===== src/ubsd_pkg.sv =====
// Package with register map, field positions, reset values and state codes.
package ubsd_pkg;

    // ------------------------------------------------------------------
    // Register byte offsets
    // ------------------------------------------------------------------
    localparam logic [7:0] TX_STATUS_CONTROL_REG = 8'h00;
    localparam logic [7:0] TX_DATA_REG           = 8'h04;
    localparam logic [7:0] RX_STATUS_CONTROL_REG = 8'h08;
    localparam logic [7:0] RX_DATA_REG           = 8'h0C;
    localparam logic [7:0] BAUD_CONTROL_REG      = 8'h10;
    localparam logic [7:0] IRQ_STATUS_REG        = 8'h14;
    localparam logic [7:0] IRQ_MASK_REG          = 8'h18;

    // ------------------------------------------------------------------
    // Field positions
    // ------------------------------------------------------------------
    localparam int TX_ENABLE_CTL_BIT        = 0;
    localparam int BREAK_SEND_REQUEST_BIT   = 1;
    localparam int TX_SHIFT_EMPTY_BIT       = 2;
    localparam int TX_BUFFER_EMPTY_FLAG_BIT = 3;

    localparam int RX_ENABLE_BIT            = 0;
    localparam int FRAMING_ERROR_FLAG_BIT   = 1;
    localparam int RX_DATA_AVAIL_FLAG_BIT   = 2;
    localparam int WAKE_ENABLE_BIT          = 3;

    localparam int AUTOBAUD_ARM_BIT         = 16;

    localparam int IRQ_TX_EMPTY_BIT         = 0;
    localparam int IRQ_RX_DATA_BIT          = 1;
    localparam int IRQ_BREAK_BIT            = 2;
    localparam int IRQ_WAKE_BIT             = 3;
    localparam int IRQ_WIDTH                = 4;

    // ------------------------------------------------------------------
    // Reset values and character shape
    // ------------------------------------------------------------------
    localparam logic [15:0] DIVISOR_RESET   = 16'h0010;
    localparam logic [3:0]  IRQ_MASK_RESET  = 4'h0;
    localparam logic [3:0]  DATA_LAST_BIT   = 4'h7;
    localparam logic [3:0]  BREAK_LAST_BIT  = 4'hB;
    localparam logic [7:0]  BREAK_RX_DATA   = 8'h00;

    // ------------------------------------------------------------------
    // State codes
    // ------------------------------------------------------------------
    typedef enum logic [1:0] {
        TX_IDLE  = 2'h0,
        TX_START = 2'h1,
        TX_DATA  = 2'h3,
        TX_STOP  = 2'h2
    } ubsd_tx_state_t;

    typedef enum logic [2:0] {
        RX_IDLE  = 3'h0,
        RX_START = 3'h1,
        RX_DATA  = 3'h3,
        RX_STOP  = 3'h2,
        RX_WAITH = 3'h6,
        RX_WAKE  = 3'h4
    } ubsd_rx_state_t;

endpackage


===== src/ubsd_top.sv =====
// Serial unit with break send and break detect, APB registers and interrupt.
//
// The implementer's own choices: the register offsets and the APB interface to the registers.
`timescale 1ns/10ps
//
// Overview of operation
// - Break is start, twelve zeros, stop.
// - Break starts on enable, request, data write.
// - Break data byte is discarded, zeros sent.
// - Hardware clears break request after stop.
// - Next byte buffered, sent after break.
// - Shift empty shows busy during break.
// - Buffer empty flag gates next write.
// - Break received: avail, framing error, 00h.
// - Wake watches two edges, then receives.
module ubsd_top #(
    parameter logic [15:0] DIV_RESET = ubsd_pkg::DIVISOR_RESET
) (
    input  wire logic        clk,
    input  wire logic        rst,
    input  wire logic        psel,
    input  wire logic        penable,
    input  wire logic        pwrite,
    input  wire logic [7:0]  paddr,
    input  wire logic [31:0] pwdata,
    output logic [31:0]      prdata,
    output logic             pready,
    output logic             pslverr,
    input  wire logic        serial_rx_pin,
    output logic             serial_tx_pin,
    output logic             irq
);

    // ------------------------------------------------------------------
    // State
    // ------------------------------------------------------------------
    typedef struct packed {
        logic                     tx_enable_ctl;
        logic                     break_send_request;
        logic [7:0]               txbuf;
        logic                     txbuf_v;
        ubsd_pkg::ubsd_tx_state_t tx_st;
        logic [7:0]               tx_sh;
        logic [3:0]               tx_cnt;
        logic                     tx_brk;
        logic                     tx_pin;
        logic                     rx_en;
        logic                     wake_en;
        ubsd_pkg::ubsd_rx_state_t rx_st;
        logic [7:0]               rx_sh;
        logic [3:0]               rx_cnt;
        logic [7:0]               rx_data;
        logic                     rx_avail;
        logic                     framing_error_flag;
        logic                     rx_prev;
        logic [15:0]              divisor;
        logic                     autobaud_arm;
        logic [3:0]               irq_st;
        logic [3:0]               irq_mask;
        logic                     irq;
        logic [31:0]              prdata;
        logic                     pready;
        logic                     pslverr;
    } ubsd_state_t;

    ubsd_state_t s_q;
    ubsd_state_t s_d;

    logic tx_bit_tick;
    logic rx_mid_tick;

    function automatic logic ubsd_hit(input logic [7:0] a, input logic [7:0] off);
        ubsd_hit = (a == off);
    endfunction

    // ------------------------------------------------------------------
    // Bit timing
    // ------------------------------------------------------------------
    // one bit time
    ubsd_baud_gen #(
        .CW       (16)
    ) u_tx_baud (
        .clk      (clk),
        .rst      (rst),
        .restart  (s_q.tx_st == ubsd_pkg::TX_IDLE),
        .divisor  (s_q.divisor),
        .bit_tick (tx_bit_tick),
        .mid_tick ()
    );

    ubsd_baud_gen #(
        .CW       (16)
    ) u_rx_baud (
        .clk      (clk),
        .rst      (rst),
        .restart  (s_q.rx_st == ubsd_pkg::RX_IDLE || s_q.rx_st == ubsd_pkg::RX_WAITH
                   || s_q.rx_st == ubsd_pkg::RX_WAKE),
        .divisor  (s_q.divisor),
        .bit_tick (),
        .mid_tick (rx_mid_tick)
    );

    // ------------------------------------------------------------------
    // Next state
    // ------------------------------------------------------------------
    logic       acc;
    logic       wr;
    logic       rd_rx;
    logic [3:0] irq_set;
    logic [3:0] irq_clr;
    logic       mapped;
    logic [31:0] rdata;

    always_comb
    begin
        s_d     = s_q;
        irq_set = '0;
        irq_clr = '0;
        rdata   = '0;
        // Access phase completes at the edge where our registered pready is high.
        acc     = psel && penable && s_q.pready;
        wr      = acc && pwrite;
        rd_rx   = acc && !pwrite && ubsd_hit(paddr, ubsd_pkg::RX_DATA_REG);
        mapped  = ubsd_hit(paddr, ubsd_pkg::TX_STATUS_CONTROL_REG)
               || ubsd_hit(paddr, ubsd_pkg::TX_DATA_REG)
               || ubsd_hit(paddr, ubsd_pkg::RX_STATUS_CONTROL_REG)
               || ubsd_hit(paddr, ubsd_pkg::RX_DATA_REG)
               || ubsd_hit(paddr, ubsd_pkg::BAUD_CONTROL_REG)
               || ubsd_hit(paddr, ubsd_pkg::IRQ_STATUS_REG)
               || ubsd_hit(paddr, ubsd_pkg::IRQ_MASK_REG);

        // Register writes.
        if (wr && ubsd_hit(paddr, ubsd_pkg::TX_STATUS_CONTROL_REG))
        begin
            s_d.tx_enable_ctl      = pwdata[ubsd_pkg::TX_ENABLE_CTL_BIT];
            s_d.break_send_request = pwdata[ubsd_pkg::BREAK_SEND_REQUEST_BIT];
        end
        if (wr && ubsd_hit(paddr, ubsd_pkg::TX_DATA_REG) && !s_q.txbuf_v)
        begin
            s_d.txbuf   = pwdata[7:0];
            s_d.txbuf_v = 1'b1;
        end
        if (wr && ubsd_hit(paddr, ubsd_pkg::RX_STATUS_CONTROL_REG))
        begin
            s_d.rx_en   = pwdata[ubsd_pkg::RX_ENABLE_BIT];
            s_d.wake_en = pwdata[ubsd_pkg::WAKE_ENABLE_BIT];
        end
        if (wr && ubsd_hit(paddr, ubsd_pkg::BAUD_CONTROL_REG))
        begin
            s_d.divisor      = pwdata[15:0];
            s_d.autobaud_arm = pwdata[ubsd_pkg::AUTOBAUD_ARM_BIT];
        end
        if (wr && ubsd_hit(paddr, ubsd_pkg::IRQ_STATUS_REG))
        begin
            irq_clr = pwdata[3:0];
        end
        if (wr && ubsd_hit(paddr, ubsd_pkg::IRQ_MASK_REG))
        begin
            s_d.irq_mask = pwdata[3:0];
        end
        // Reading the data register consumes the character and its error.
        if (rd_rx)
        begin
            s_d.rx_avail = 1'b0;
            s_d.framing_error_flag     = 1'b0;
        end

        // Transmitter.
        unique case (s_q.tx_st)
            ubsd_pkg::TX_IDLE:
            begin
                if (s_q.txbuf_v && s_q.tx_enable_ctl)
                begin
                    s_d.tx_st   = ubsd_pkg::TX_START;
                    s_d.tx_pin  = 1'b0;
                    s_d.tx_sh   = s_q.txbuf;
                    s_d.tx_brk  = s_q.break_send_request;
                    s_d.txbuf_v = 1'b0;
                    irq_set[ubsd_pkg::IRQ_TX_EMPTY_BIT] = 1'b1;
                end
            end
            ubsd_pkg::TX_START:
            begin
                if (tx_bit_tick)
                begin
                    s_d.tx_st  = ubsd_pkg::TX_DATA;
                    s_d.tx_cnt = '0;
                    s_d.tx_pin = s_q.tx_brk ? 1'b0 : s_q.tx_sh[0];
                    s_d.tx_sh  = {1'b0, s_q.tx_sh[7:1]};
                end
            end
            ubsd_pkg::TX_DATA:
            begin
                if (tx_bit_tick)
                begin
                    if (s_q.tx_cnt == (s_q.tx_brk ? ubsd_pkg::BREAK_LAST_BIT
                                                  : ubsd_pkg::DATA_LAST_BIT))
                    begin
                        s_d.tx_st  = ubsd_pkg::TX_STOP;
                        s_d.tx_pin = 1'b1;
                    end
                    else
                    begin
                        s_d.tx_cnt = s_q.tx_cnt + 4'h1;
                        s_d.tx_pin = s_q.tx_brk ? 1'b0 : s_q.tx_sh[0];
                        s_d.tx_sh  = {1'b0, s_q.tx_sh[7:1]};
                    end
                end
            end
            ubsd_pkg::TX_STOP:
            begin
                if (tx_bit_tick)
                begin
                    s_d.tx_st = ubsd_pkg::TX_IDLE;
                    if (s_q.tx_brk)
                    begin
                        s_d.break_send_request = 1'b0;
                    end
                    s_d.tx_brk = 1'b0;
                end
            end
        endcase

        // Receiver.
        s_d.rx_prev = serial_rx_pin;
        unique case (s_q.rx_st)
            ubsd_pkg::RX_IDLE:
            begin
                if (s_q.rx_prev && !serial_rx_pin)
                begin
                    if (s_q.wake_en)
                    begin
                        s_d.rx_st = ubsd_pkg::RX_WAKE;
                    end
                    else if (s_q.rx_en)
                    begin
                        s_d.rx_st = ubsd_pkg::RX_START;
                    end
                end
            end
            ubsd_pkg::RX_WAKE:
            begin
                if (!s_q.rx_prev && serial_rx_pin)
                begin
                    s_d.rx_st   = ubsd_pkg::RX_IDLE;
                    s_d.wake_en = 1'b0;
                    irq_set[ubsd_pkg::IRQ_WAKE_BIT]    = 1'b1;
                    irq_set[ubsd_pkg::IRQ_RX_DATA_BIT] = 1'b1;
                end
            end
            ubsd_pkg::RX_START:
            begin
                if (rx_mid_tick)
                begin
                    s_d.rx_st  = serial_rx_pin ? ubsd_pkg::RX_IDLE : ubsd_pkg::RX_DATA;
                    s_d.rx_cnt = '0;
                end
            end
            ubsd_pkg::RX_DATA:
            begin
                if (rx_mid_tick)
                begin
                    s_d.rx_sh = {serial_rx_pin, s_q.rx_sh[7:1]};
                    if (s_q.rx_cnt == ubsd_pkg::DATA_LAST_BIT)
                    begin
                        s_d.rx_st = ubsd_pkg::RX_STOP;
                    end
                    else
                    begin
                        s_d.rx_cnt = s_q.rx_cnt + 4'h1;
                    end
                end
            end
            ubsd_pkg::RX_STOP:
            begin
                if (rx_mid_tick)
                begin
                    // break shows as error with 00h
                    s_d.rx_data  = s_q.rx_sh;
                    s_d.rx_avail = 1'b1;
                    s_d.framing_error_flag     = !serial_rx_pin;
                    irq_set[ubsd_pkg::IRQ_RX_DATA_BIT] = 1'b1;
                    if (!serial_rx_pin && s_q.rx_sh == ubsd_pkg::BREAK_RX_DATA)
                    begin
                        irq_set[ubsd_pkg::IRQ_BREAK_BIT] = 1'b1;
                    end
                    // A low stop bit means the line is held; wait for idle first.
                    s_d.rx_st = serial_rx_pin ? ubsd_pkg::RX_IDLE : ubsd_pkg::RX_WAITH;
                end
            end
            ubsd_pkg::RX_WAITH:
            begin
                if (serial_rx_pin)
                begin
                    s_d.rx_st = ubsd_pkg::RX_IDLE;
                end
            end
            default:
            begin
                s_d.rx_st = ubsd_pkg::RX_IDLE;
            end
        endcase

        // Sticky status: a new event in the clearing cycle survives.
        s_d.irq_st = (s_q.irq_st & ~irq_clr) | irq_set;
        s_d.irq    = |(s_d.irq_st & s_d.irq_mask);

        // Read mux and APB answer, one wait state.
        if (ubsd_hit(paddr, ubsd_pkg::TX_STATUS_CONTROL_REG))
        begin
            rdata[ubsd_pkg::TX_ENABLE_CTL_BIT]        = s_q.tx_enable_ctl;
            rdata[ubsd_pkg::BREAK_SEND_REQUEST_BIT]   = s_q.break_send_request;
            rdata[ubsd_pkg::TX_SHIFT_EMPTY_BIT]       = (s_q.tx_st == ubsd_pkg::TX_IDLE);
            rdata[ubsd_pkg::TX_BUFFER_EMPTY_FLAG_BIT] = !s_q.txbuf_v;
        end
        else if (ubsd_hit(paddr, ubsd_pkg::RX_STATUS_CONTROL_REG))
        begin
            rdata[ubsd_pkg::RX_ENABLE_BIT]          = s_q.rx_en;
            rdata[ubsd_pkg::FRAMING_ERROR_FLAG_BIT] = s_q.framing_error_flag;
            rdata[ubsd_pkg::RX_DATA_AVAIL_FLAG_BIT] = s_q.rx_avail;
            rdata[ubsd_pkg::WAKE_ENABLE_BIT]        = s_q.wake_en;
        end
        else if (ubsd_hit(paddr, ubsd_pkg::RX_DATA_REG))
        begin
            rdata[7:0] = s_q.rx_data;
        end
        else if (ubsd_hit(paddr, ubsd_pkg::BAUD_CONTROL_REG))
        begin
            rdata[15:0]                       = s_q.divisor;
            rdata[ubsd_pkg::AUTOBAUD_ARM_BIT] = s_q.autobaud_arm;
        end
        else if (ubsd_hit(paddr, ubsd_pkg::IRQ_STATUS_REG))
        begin
            rdata[3:0] = s_q.irq_st;
        end
        else if (ubsd_hit(paddr, ubsd_pkg::IRQ_MASK_REG))
        begin
            rdata[3:0] = s_q.irq_mask;
        end

        s_d.pready  = psel && penable && !s_q.pready;
        s_d.pslverr = psel && penable && !s_q.pready && !mapped;
        s_d.prdata  = (psel && penable && !s_q.pready && !pwrite) ? rdata : '0;
    end

    // ------------------------------------------------------------------
    // Registers
    // ------------------------------------------------------------------
    always_ff @(posedge clk or posedge rst)
    begin
        if (rst)
        begin
            s_q          <= '0;
            s_q.tx_st    <= ubsd_pkg::TX_IDLE;
            s_q.rx_st    <= ubsd_pkg::RX_IDLE;
            s_q.tx_pin   <= 1'b1;
            s_q.rx_prev  <= 1'b1;
            s_q.divisor  <= DIV_RESET;
            s_q.irq_mask <= ubsd_pkg::IRQ_MASK_RESET;
        end
        else
        begin
            s_q <= s_d;
        end
    end

    assign prdata        = s_q.prdata;
    assign pready        = s_q.pready;
    assign pslverr       = s_q.pslverr;
    assign serial_tx_pin = s_q.tx_pin;
    assign irq           = s_q.irq;

endmodule


===== src/ubsd_baud_gen.sv =====
// Bit-time generator giving an end-of-bit tick and a mid-bit tick.
`timescale 1ns/10ps
module ubsd_baud_gen #(
    parameter int CW = 16
) (
    input  wire logic          clk,
    input  wire logic          rst,
    input  wire logic          restart,
    input  wire logic [CW-1:0] divisor,
    output logic               bit_tick,
    output logic               mid_tick
);

    logic [CW-1:0] cnt_q;
    logic [CW-1:0] cnt_d;

    // A divisor below two is treated as two; at two both ticks still fall on the same count.
    logic [CW-1:0] div_eff;

    always_comb
    begin
        div_eff  = (divisor < CW'(2)) ? CW'(2) : divisor;
        bit_tick = (cnt_q == div_eff - CW'(1));
        mid_tick = (cnt_q == (div_eff >> 1));
        if (restart || bit_tick)
        begin
            cnt_d = '0;
        end
        else
        begin
            cnt_d = cnt_q + CW'(1);
        end
    end

    always_ff @(posedge clk or posedge rst)
    begin
        if (rst)
        begin
            cnt_q <= '0;
        end
        else
        begin
            cnt_q <= cnt_d;
        end
    end

endmodule


===== config.mk =====
export PLATFORM = sky130hd
export DESIGN_NAME = ubsd_top
export DESIGN_NICKNAME = d
export VERILOG_FILES = /design/src/ubsd_pkg.sv /design/src/ubsd_top.sv /design/src/ubsd_baud_gen.sv
export SDC_FILE = /design/constraint.sdc
export NUM_CORES = 1
export LEC_CHECK = 0
export ABC_AREA = 1
export BUFFER_PORTS_ARGS = -buffer_cell sky130_fd_sc_hd__buf_4
export CAP_MARGIN = 20
export CORE_ASPECT_RATIO = 0.6
export CORE_MARGIN = 2
export CORE_UTILIZATION = 52
export CTS_CLUSTER_SIZE = 12
export DETAILED_ROUTE_END_ITERATION = 10
export PLACE_DENSITY_LB_ADDON = 0.08
export SYNTH_ARGS = -nofsm -noshare
export SYNTH_HDL_FRONTEND = slang
export SYNTH_SLANG_ARGS = --single-unit

===== constraint.sdc =====
create_clock -name clk -period 7.81 [get_ports clk]
set_clock_uncertainty 0.2 [all_clocks]
set_input_delay 1.562 -clock clk [delete_from_list [all_inputs] [get_ports clk]]
set_output_delay 1.562 -clock clk [all_outputs]
set_load 0.05 [all_outputs]

Word level (Yosys, flattened, before mapping). Cells that the tools add are included.

Muxes and demuxes: 68. $add $sub $neg: 5. Magnitude comparators: 1. Eq/ne operators: 34. Bitwise operators: 4. Reductions and logical operators: 53.

Operators with widths (number): 16-bit two-way mux (3); 4-bit two-way mux (11); 13-bit two-way mux (3); 16-bit by 1-bit adder with 16-bit output, second input constant (2); 16-bit == test (2); 14-bit two-way mux (2); 8-bit by 5-bit == test with 1-bit output, second input constant (3); 3-bit two-way mux (8); 2-bit inequality test, second input constant (12); 8-bit case mux with 3 select lines (1); 1-bit logical AND (19); 1-bit two-way mux (19); 3-bit case mux with 6 select lines (1); 17-bit two-way mux (1); 16-bit by 15-bit == test with 1-bit output (1); 8-bit by 4-bit == test with 1-bit output, second input constant (2); 8-bit zero test (2); 16-bit by 2-bit less-than comparator with 1-bit output, second input constant (1); 2-bit two-way mux (8); 4-bit case mux with 2 select lines (2); 16-bit by 1-bit subtractor with 16-bit output, second input constant (1); 15-bit two-way mux (1); 12-bit two-way mux (1); 4-bit AND reduction (3); 31 further kinds (56).

Output and inout bits: 36. Logic and storage cells: 193. Register bits: 132.

Logic depth before layout (Yosys ltp). Gate-level depths: netlist (run 1).

Depth after elaboration: 10. Depth in mapped cells: 24. Gate-level depth less buffers: 22.

By module. A second synthesis (run 1) with hierarchy kept.

Cell total of the unflattened synthesis: 1064. Area, all modules: 8221.6 sq um.

Modules (own cells, without submodules): ubsd_top (seq. area each 2506.2 sq um, area an instance 4720.8 sq um, times used 1, cells each 538); ubsd_baud_gen (seq. area each 400.4 sq um, area an instance 1750.4 sq um, times used 2, cells each 263).

Worst setup path after synthesis (run 1). Ideal clock, no wire load.

Kind: input to register. Start point: input paddr[7]. End point: register s_q, in the netlist irq. Library setup time: 0.119 ns. Stages on the path: 11. Setup slack: 4.586 ns. Path buffers: 0. Arrival time: 2.905 ns. Required time: 7.491 ns. Cell sequence: nor2_1 > inv_1 > nor3_1 > inv_1 > nor2_1 > nand2_1 > nand2_1 > o21ai_0 > a22o_1 > a21oi_1 > nand2_1.

RTL lines: from (decl) (line ubsd_top.sv:24) `input wire logic [7:0] paddr,`; to (decl) (line ubsd_top.sv:66) `ubsd_state_t s_q;`.

Worst setup path in the final report (run 1).
Start point: register s_q[48] (netlist name). End point: register s_q[96] (netlist bit).

Longest elaborated chain between the ends: 6. Elaborated cells on any way between the ends: 7. Those cells by class: add/sub (1); order compare (1); eq/ne (3); mux (1); reduce/logical (1).

Ends and longest elaborated chain: 16-bit by 2-bit less-than comparator with 1-bit output (line ubsd_baud_gen.sv:22) `div_eff = (divisor < CW'(2)) ? CW'(2) : divisor;`; 16-bit two-way mux * (line ubsd_baud_gen.sv:22); 16-bit by 1-bit subtractor with 16-bit output * (line ubsd_baud_gen.sv:23) `bit_tick = (cnt_q == div_eff - CW'(1));`; 16-bit == test * (line ubsd_baud_gen.sv:23); 2-bit inequality test (no source line); 5-bit AND reduction (no source line) *.

Mark *: on every way between the ends. The rest lies on a longest branch, timed or not. A chain may end at the register's enable or synchronous reset.

==> run summary, run 1 <==
Post-layout util = 0.599
Req. time, crit path = 7.92 ns
Layout area overhead = 11.9%
Setup slack, reg-to-reg = 4.31 ns
GRT Residual Overflow = 0
Comb pwr share = 0.109
Setup violations, final = 0
Row cnt = 34
Total of max-cap violations = 0
Boundary pin count = 82
Max Freq = 286 MHz
Clock Latency Late Sink = 0.42 ns
Post-route ant nets = 0
Fraction of layout cells with a size suffix above 1 = 0.149
Compound-Gate Fraction of Synth Area = 0.0841
Peak supply drop = 0.126 mV
Post-Synthesis Cell Area = 7810 sq um
Worst min-delay path category = register to register
FF-to-FF Start = s_q[48]
Total CTS buffers = 17
WL final = 18.8 mm
Post-CTS Setup Inserts = 0
Crit Path Category = register to register
CP Launch Type = register
Ys async rst share = 1.00
# fillers = 1,340
CTS Hold Bufs = 0
Final setup TNS = 0 ns
Reg area = 3310 sq um
Run status = completed
Sink Count = 132
DIE WIDTH = 162 um
Post-route worst setup slack = 4.31 ns
Dpl cell area = 8150 sq um
Slew at the pin closest to its max-slew limit = 0.872 ns
Vias per inst = 5.19
Top cell type by total area after synthesis = dfrtp_1
Reg2reg path depth = 22
Simple-Gate Fraction of Synth Area = 0.321
Buffers on Ports = 51
Inserted Diodes = 0
Via count = 6,493
Area occupied by multi-input gates = 3670 sq um
Yosys cell types = 54
Crit path from = s_q[48]
PwrDens = 194 nW/um^2
FF-to-FF End = s_q[96]
DRC violations left = 0
Tot GR Track Use = 0.250
CTS Buffer Depth = 2
Initial drt markers = 696
Net switching power = 479 uW
Mapped Cells = 1,002
Clock Power Share = 0.461
FF+latch count, synth = 132
Number of global-route vias before repair = 5,860
Syn_area_per_cell = 7.79 sq um
CTS root buffer = clkbuf_16
Max FO, Critical Path = 12
RD Place Congestion = 0.900
Main combinational cell family by area after synthesis = simple AND/OR/NAND/NOR gates
Post-synthesis xor/xnor area fraction = 0.0497
Fin crit period = 3.50 ns
Die area = 16,000 sq um
CTS H-tree depth = 4
Adder-Cell Fraction of Synth Area = 0.00801
Routed wire per std cell = 15.0 um
Final Max Slew Viols = 0
Area share of the largest cell type after synthesis = 0.414
Synth area leaders = dfrtp_1 41%, nand2_1 10%, inv_1 6.4%, nor2_1 5.9%, o21ai_0 4.0%
Initial antenna violation count = 0
Post-synth EDFFs = 0
DR pass1 iterations = 5
RSZ-0062 raised after global routing = no
Slew headroom = 0.419
Pre-CTS WS = 3.86 ns
Int Pwr = 1220 uW
Switching part of the total = 0.282
CTS tree = yes
Seq pwr share = 0.430
Yosys warns = 0
CP Capture Point = s_q[96]
CP endpoint kind = register
Final hold vios = 0
Design area = 8740 sq um
Fin cells = 1,252
First-pass GRT wire length = 31.1 mm
Multiplexer share of the synthesized area = 0
Final Cycle Share = 0.448
LEAKAGE = 0.00401 uW
Largest net degree at the start of global routing = 70
Post-CTS sizing = 0
Ys flop type = dfrtp_1
Sequential fraction of the synthesis area = 0.424
CTS clk-pin slew, worst paths = 0.06 ns
HPWL after DPL = 14.1 mm
Final net count = 1,092
Placed cells = 1,219
Starting Density = 0.535
Core ar. = 14,600 sq um
WP data arrival = 3.61 ns
Die Ht = 98.9 um
==> critical path, stage by stage, from the launching register on <==
cell and delay, ns:
dfstp_2 0.73, nor2_2 0.08, nand2_2 0.12, nor2_2 0.06
nand2_4 0.18, nand2_2 0.09, inv_2 0.07, ha_1 0.20
nand2_2 0.14, nor3_4 0.22, nand2_1 0.08, nand2_1 0.08
nand2_1 0.11, nand2_1 0.08, nand2_1 0.07, nor2_1 0.10
nand3_1 0.10, nor2_2 0.17, nand3_4 0.14, nand2_8 0.13
nand2_4 0.09, nand2_1 0.09, nand2_1 0.05
==> kinds of logic after synthesis <==
family	Yosys count
adder cells (fa/ha/maj)	5
buffers and inverters	186
AND/OR/NAND/NOR	515
flip-flops	132
XOR/XNOR	41
other	1
AO/OA/AOI/OAI	122
==> power by group through the flow <==
| stage | logic [uW] | clock network, uW | registers, uW |
|---|---|---|---|
| after floorplan | 149 | 0 | 734 |
| after global placement | 185 | 0 | 739 |
| after detailed placement | 187 | 0 | 739 |
| after CTS | 188 | 798 | 727 |
| after global routing | 216 | 828 | 731 |
| final | 185 | 781 | 728 |
==> cells in the mapped netlist, types with 4 or more instances <==
cell	instances
nand2_1	210
inv_1	133
dfrtp_1	129
nor2_1	123
o21ai_0	63
nand3_1	49
nor3_1	35
a21oi_1	34
buf_4	34
xor2_1	30
nand2_2	18
nand4_1	15
nor4_1	11
o21ai_1	11
nor2_2	9
xnor2_1	8
nor3b_1	7
nand3_2	6
clkbuf_1	5
ha_1	5
buf_2	4
clkinv_1	4
nand4_2	4
==> registers in the layout, indices dropped and copies added (netlist names) <==
register / count
u_rx_baud.cnt_q: 16
prdata: 17
serial_tx_pin: 1
pready: 1
s_q: 79
irq: 1
pslverr: 1
u_tx_baud.cnt_q: 16
==> cell type report <==
cell class,count,share of cell area
flip-flops and latches,132,0.378
repair buffers,54,0.0473
clock buffers,19,0.0518
well taps,198,0.0284
inverters,138,0.0599
clock inverters,13,0.0142
multi-input cells,698,0.420
==> per-layer routing <==
metal  part of all wire  track usage
met1               0.53        0.419
met2               0.37        0.307
met3              0.083       0.0644
met4             0.0090       0.0613
met5                  0            0
==> stage by stage <==
| step | total power (uW) | hold slack [ns] |
|---|---|---|
| after floorplan | 883 | 0.242 |
| after global placement | 925 | 0.256 |
| after detailed placement | 926 | 0.264 |
| after CTS | 1710 | 0.279 |
| after global routing | 1770 | 0.310 |
| final | 1690 | 0.275 |
==> how the worst min path moves through the flow <==
stage	from	endpoint	slack [ns]	depth (start not counted)
detailed placement	s_q[101]	s_q[101]	0.26	2
global route	s_q[69]	s_q[69]	0.31	2
finish	s_q[95]	s_q[95]	0.28	2
floorplan	s_q[101]	s_q[101]	0.24	2
global placement	s_q[101]	s_q[101]	0.26	2
CTS	s_q[101]	s_q[101]	0.28	2
==> cell usage in the layout (no fill, tap or decap), drive strengths merged <==
| cell type | count |
|---|---|
| a2111oi | 1 |
| a21oi | 34 |
| a221oi | 3 |
| a22o | 1 |
| a31o | 2 |
| and2 | 1 |
| buf | 54 |
| bufinv | 1 |
| clkbuf | 19 |
| clkinv | 8 |
| clkinvlp | 5 |
| conb | 15 |
| dfrtp | 129 |
| dfstp | 3 |
| ha | 5 |
| inv | 137 |
| nand2 | 232 |
| nand3 | 58 |
| nand3b | 4 |
| nand4 | 19 |
| nor2 | 136 |
| nor3 | 39 |
| nor3b | 9 |
| nor4 | 14 |
| o2111ai | 1 |
| o21a | 2 |
| o21ai | 76 |
| o22ai | 1 |
| o31ai | 1 |
| or2 | 3 |
| xnor2 | 8 |
| xnor3 | 1 |
| xor2 | 32 |
(Power assumes the default switching activity.)
==> inputs of run 2 (changes only) <==
- clock period: 7.81 -> 3.5 ns (I/O delays scaled with it)
==> run 2 against run 1 <==
Effect of this change: sequential cell count unchanged; sequential share of layout area decreased by 0.95 points; routed wire length increased by 1.9%; fmax increased by 7.5%; register-to-register slack got worse by 4.1 ns; critical path type unchanged.
==> run summary, run 2 (synthesis results as in run 1) <==
CTS root buffer = clkbuf_16
Final Max Slew Viols = 0 (unchanged)
Worst path cell trace = nor2_2 > nand2_1 > nor2_4 > nand2_4 > nand2_2 > ha_1 > nand2_2 > nor2_2 > xor2_1 > xor2_1 > inv_1 > nand3_1 > nor2_2 > nand3_4 > nand2_8 > nand2_4 > nand2_1 > nand2_1
Starting Density = 0.535 (unchanged)
Buffers on Ports = 51 (unchanged)
Clock Latency Late Sink = 0.42 ns (about the same)
Number of global-route vias before repair = 6,078 (+3.7%)
CTS Buffer Depth = 2 (unchanged)
Worst min-delay path category = input pin to async pin
Final Cycle Share = 0.930 (+0.482)
Post-CTS sizing = 0 (unchanged)
Reg area = 3310 sq um (unchanged)
CP endpoint kind = register
Setup violations, final = 0 (unchanged)
Vias per inst = 5.18 (-0.17%)
HPWL after DPL = 14.6 mm (+4.0%)
Slew headroom = 0.582 (+0.163)
Largest net degree at the start of global routing = 50 (-29%)
Max Freq = 307 MHz (+7.5%)
Reg2reg path depth = 18 (-18%)
RD Place Congestion = 0.952 (+5.8%)
GRT Residual Overflow = 0 (unchanged)
Area occupied by multi-input gates = 3680 sq um (+0.14%)
Inserted Diodes = 0 (unchanged)
CP Launch Type = register
Final hold vios = 0 (unchanged)
Tot GR Track Use = 0.254 (+0.00399)
DIE WIDTH = 162 um (unchanged)
Placed cells = 1,238 (+1.6%)
Req. time, crit path = 3.61 ns (-4.31 ns)
First-pass GRT wire length = 31.8 mm (+2.4%)
Sink Count = 132 (unchanged)
# fillers = 1,327 (-0.97%)
Setup slack, reg-to-reg = 0.24 ns (-4.07 ns)
Max FFs per register = 79 (unchanged)
RSZ-0062 raised after global routing = no
FF-to-FF Start = s_q[52]
WP data arrival = 3.36 ns (-0.25 ns)
Worst stage delay on the critical path = 0.44 ns (-0.29 ns)
CTS H-tree depth = 4 (unchanged)
Initial antenna violation count = 0 (unchanged)
DRC violations left = 0 (unchanged)
Die area = 16,000 sq um (unchanged)
Routed wire per std cell = 15.1 um (+0.43%)
CP delay by family, top = simple AND/OR/NAND/NOR gates
Slew at the pin closest to its max-slew limit = 0.624 ns (-0.248 ns)
WL final = 19.1 mm (+1.9%)
Initial drt markers = 683 (-1.9%)
CTS clk-pin slew, worst paths = 0.06 ns (about the same)
Buf/Inv on CP = 1 (unchanged)
Core ar. = 14,600 sq um (unchanged)
Final net count = 1,110 (+1.6%)
Crit path from = s_q[52]
FF-to-FF End = s_q[98]
Row cnt = 34 (unchanged)
Fin cells = 1,270 (+1.4%)
Post-layout util = 0.614 (+0.0153)
Max FO, Critical Path = 10 (-2)
Total CTS buffers = 17 (unchanged)
Run status = completed
Layout area overhead = 14.8%
CTS Hold Bufs = 0 (unchanged)
Fin crit period = 3.26 ns (-0.244 ns)
Crit Path Category = register to register
Slowest-stage cell, CP = dfrtp_1
DR pass1 iterations = 5 (unchanged)
Power Total = 4020 uW (+140%)
Peak supply drop = 0.279 mV (+120%)
LEAKAGE = 0.00414 uW (+3.2%)
Top reg by flops = s_q
Post-route ant nets = 0 (unchanged)
PwrDens = 448 nW/um^2 (+130%)
CTS tree = yes
Total of max-cap violations = 0 (unchanged)
Post-CTS Setup Inserts = 0 (unchanged)
Final setup TNS = 0 ns (unchanged)
Commonest cells after routing, fill and taps aside = 210 x nand2_1, 132 x inv_1, 129 x dfrtp_1, 121 x nor2_1, 70 x buf_4
Boundary pin count = 82 (unchanged)
Fraction of layout cells with a size suffix above 1 = 0.165 (+0.0162)
Most common cell after layout, fill and taps aside = nand2_1
Via count = 6,575 (+1.3%)
Die Ht = 98.9 um (unchanged)
run 2: cell types whose count changed in the layout (fill, tap and decap cells not counted):
cell / previous run / this run
nor2_1: 123 / 121
buf_8: 1 / 0
clkinv_2: 2 / 0
clkbuf_8: 2 / 0
inv_8: 1 / 2
buf_4: 53 / 70
clkinvlp_4: 5 / 3
nor2_2: 9 / 11
bufinv_16: 1 / 4
buf_12: 0 / 2
inv_6: 3 / 5
run 2: stage by stage:
stage / setup WS, ns / area [sq um] / hold slack [ns]
2_1_floorplan: 0.521 / 7860 / 0.242
3_3_place_gp: 0.294 / 8310 / 0.257
3_5_place_dp: 0.232 / 8310 / 0.259
4_1_cts: 0.218 / 8960 / 0.158
5_1_grt: 0.0103 / 8960 / 0.184
6_report: 0.244 / 8960 / 0.155
run 2: worst max-delay path by stage:
stage	endpoint	cells after the start
final	s_q[98]	18
after global routing	s_q[95]	21
after CTS	s_q[98]	18
after detailed placement	s_q[99]	21
after global placement	s_q[96]	21
after floorplan	s_q[92]	22
run 2: where the power goes:
group          internal, uW  switching, uW  leakage [uW]
clock                  1220            751      0.000309
sequential             1570           52.8       0.00175
combinational           126            301       0.00208
run 2: worst reg2reg max path: stages (launching register included):
cell and delay, ns:
dfrtp_1 0.44, nor2_2 0.18, nand2_1 0.12, nor2_4 0.15
nand2_4 0.08, nand2_2 0.11, ha_1 0.20, nand2_2 0.14
nor2_2 0.17, xor2_1 0.37, xor2_1 0.12, inv_1 0.09
nand3_1 0.08, nor2_2 0.18, nand3_4 0.15, nand2_8 0.14
nand2_4 0.09, nand2_1 0.08, nand2_1 0.05
run 2: metal layers:
metal	up-vias	track usage	wire length [um]
met5	-	0	0
met4	0	0.0463	116
met3	11	0.0556	1420
met2	208	0.330	7320
met1	3057	0.425	10300
li1	3299	-	-
run 2: layout make-up:
class,count,area share
multi-input cells,698,0.410
clock buffers,17,0.0475
flip-flops and latches,132,0.369
repair buffers,72,0.0631
well taps,198,0.0276
inverters,138,0.0582
clock inverters,15,0.0244
==> inputs of run 3 (changes only) <==
- CELL_PAD_IN_SITES_DETAIL_PLACEMENT: default -> 0
- CELL_PAD_IN_SITES_GLOBAL_PLACEMENT: default -> 1
- CORE_UTILIZATION: 52 -> 44
==> run 3 against run 2 <==
Effect of this change: design area grew 0.60%; sequential share of layout area fell by 0.19 points; via count shrank 0.70%; critical path depth is 2 higher; total power down 1.3%; largest power group unchanged; cell count up 2.8%; setup slack got worse by 0.0056 ns.
==> run summary, run 3 (synthesis results as in run 1) <==
Run status = completed
WP data arrival = 3.36 ns (about the same)
Final setup TNS = 0 ns (unchanged)
Crit path from = s_q[54]
FF-to-FF Start = s_q[54]
Inserted Diodes = 0 (unchanged)
Clock Power Share = 0.474 (-0.016)
Fin crit period = 3.26 ns (+0.00562 ns)
Final net count = 1,111 (+0.090%)
Post-route worst setup slack = 0.238 ns (-0.00562 ns)
WL final = 19.7 mm (+3.1%)
Setup slack, reg-to-reg = 0.24 ns (about the same)
Post-route ant nets = 0 (unchanged)
CTS Buffer Depth = 2 (unchanged)
Starting Density = 0.452 (-0.0829)
CTS clk-pin slew, worst paths = 0.06 ns (about the same)
Slew at the pin closest to its max-slew limit = 0.898 ns (+0.274 ns)
Number of global-route vias before repair = 5,776 (-5.0%)
Initial antenna violation count = 0 (unchanged)
Die Ht = 107 um (+8.4%)
Setup violations, final = 0 (unchanged)
Vias per inst = 5.00 (-3.4%)
Largest net degree at the start of global routing = 133 (+170%)
Layout area overhead = 15.5%
Slowest-stage cell, CP = dfrtp_1
CTS tree = yes
# fillers = 1,668 (+26%)
Comb pwr share = 0.117 (+0.011)
Max Freq = 307 MHz (-0.17%)
Boundary pin count = 82 (unchanged)
Crit Path Category = register to register
DR pass1 iterations = 5 (unchanged)
RSZ-0062 raised after global routing = no
DRC violations left = 0 (unchanged)
Reg2reg path depth = 20 (+2)
HPWL after DPL = 14.9 mm (+2.2%)
Post-layout util = 0.522 (-0.0921)
Routed wire per std cell = 15.1 um (+0.27%)
Slew headroom = 0.401 (-0.181)
Core ar. = 17,300 sq um (+18%)
Final hold vios = 0 (unchanged)
Max FFs per register = 79 (unchanged)
CP Launch Type = register
Final Max Slew Viols = 0 (unchanged)
Total of max-cap violations = 0 (unchanged)
Fraction of layout cells with a size suffix above 1 = 0.166 (+0.000933)
Seq pwr share = 0.409 (+0.005)
RD Place Congestion = 0.856 (-10%)
Initial drt markers = 619 (-9.4%)
CTS Hold Bufs = 0 (unchanged)
Buffers on Ports = 51 (unchanged)
Top reg by flops = s_q
Int Pwr = 2940 uW (+0.88%)
Reg area = 3310 sq um (about the same)
CTS root buffer = clkbuf_16
CTS H-tree depth = 4 (unchanged)
First-pass GRT wire length = 31.9 mm (+0.30%)
Area occupied by multi-input gates = 3700 sq um (+0.61%)
Commonest cells after routing, fill and taps aside = 210 x nand2_1, 132 x inv_1, 127 x dfrtp_1, 121 x nor2_1, 71 x buf_4
Tot GR Track Use = 0.221 (-0.0327)
Total CTS buffers = 17 (unchanged)
Max FO, Critical Path = 10 (unchanged)
Worst min-delay path category = input pin to async pin
Peak supply drop = 0.332 mV (+19%)
Worst stage delay on the critical path = 0.41 ns (-0.03 ns)
Pre-CTS WS = 0.206 ns (-0.0260 ns)
Most common cell after layout, fill and taps aside = nand2_1
CP most frequent cell = nand2_1
CP endpoint kind = register
CP Capture Point = s_q[94]
PwrDens = 440 nW/um^2 (-1.9%)
LEAKAGE = 0.00414 uW (-0.17%)
Worst path cell trace = nor2_2 > nand2_1 > nor2_4 > nand2_4 > nand2_2 > ha_2 > nand2_4 > nor3_4 > buf_4 > xor2_1 > nand2_1 > nand3_1 > nor2_1 > nand3_1 > nor2_2 > nand3_4 > nand2_8 > nand2_4 > nand2_1 > nand2_1
Switching part of the total = 0.259 (-0.0160)
FF-to-FF End = s_q[94]
Sink Count = 132 (unchanged)
Row cnt = 37 (+8.8%)
Die area = 18,900 sq um (+18%)
Final Cycle Share = 0.932 (+0.00161)
DIE WIDTH = 176 um (+8.5%)
Clock Latency Late Sink = 0.42 ns (about the same)
Via count = 6,529 (-0.70%)
Net switching power = 1030 uW (-7.0%)
GRT Residual Overflow = 0 (unchanged)
Req. time, crit path = 3.60 ns (about the same)
-- run 3: worst min path at each step --
stage,startpoint,end,slack (ns),depth (start not counted)
after floorplan,s_q[101],s_q[101],0.24,2
after global placement,s_q[101],s_q[101],0.26,2
after detailed placement,s_q[101],s_q[101],0.26,2
after CTS,serial_rx_pin,s_q[60],0.20,1
after global routing,serial_rx_pin,s_q[60],0.20,1
final,rst,u_rx_baud.cnt_q[12],0.14,3
-- run 3: area by class of cell --
type	count	share of cell area
Clock buffer	24	0.0556
Clock inverter	7	0.0132
Inverter	138	0.0579
Multi-Input combinational cell	698	0.410
Sequential cell	132	0.367
Tap cell	234	0.0325
Timing Repair Buffer	73	0.0636
-- run 3: power groups by stage --
stage | logic, uW | registers (uW) | clock network (uW)
3_5_place_dp | 462 | 1650 | 0
2_1_floorplan | 332 | 1640 | 0
4_1_cts | 462 | 1620 | 1910
5_1_grt | 527 | 1630 | 1980
3_3_place_gp | 465 | 1650 | 0
6_report | 463 | 1620 | 1880
-- run 3: what timing repair did --
action	4_1_cts	5_1_grt
resized for setup	0	9
setup endpoints to repair	0	27
setup buffers	0	1
-- run 3: metrics by stage --
stage	instances	hold slack [ns]	cell area, sq um	total power, uW
3_5_place_dp	1274	0.259	8360	2110
2_1_floorplan	1016	0.242	7860	1970
4_1_cts	1305	0.198	8980	4000
6_report	1306	0.143	9020	3970
3_3_place_gp	1274	0.260	8360	2110
5_1_grt	1306	0.203	9020	4140
-- run 3: critical path: cells and delay by family (launching register included) --
| family | cells | cell delay [ns] |
|---|---|---|
| xor gates and xnor gates | 1 | 0.12 |
| buffers and inverters | 1 | 0.15 |
| and+or+nand+nor | 17 | 2.08 |
| DFF | 1 | 0.41 |
| adders and majority gates | 1 | 0.21 |
-- run 3: metal layers --
metal  global-route usage  part of all wire  up-vias  routed length (um)
li1                     -                 -     3296                   -
met1                0.380              0.57     3040               11200
met2                0.267              0.36      181                7170
met3               0.0440             0.062       12                1230
met4               0.0543            0.0060        0                 118
met5                    0                 0        -                   0
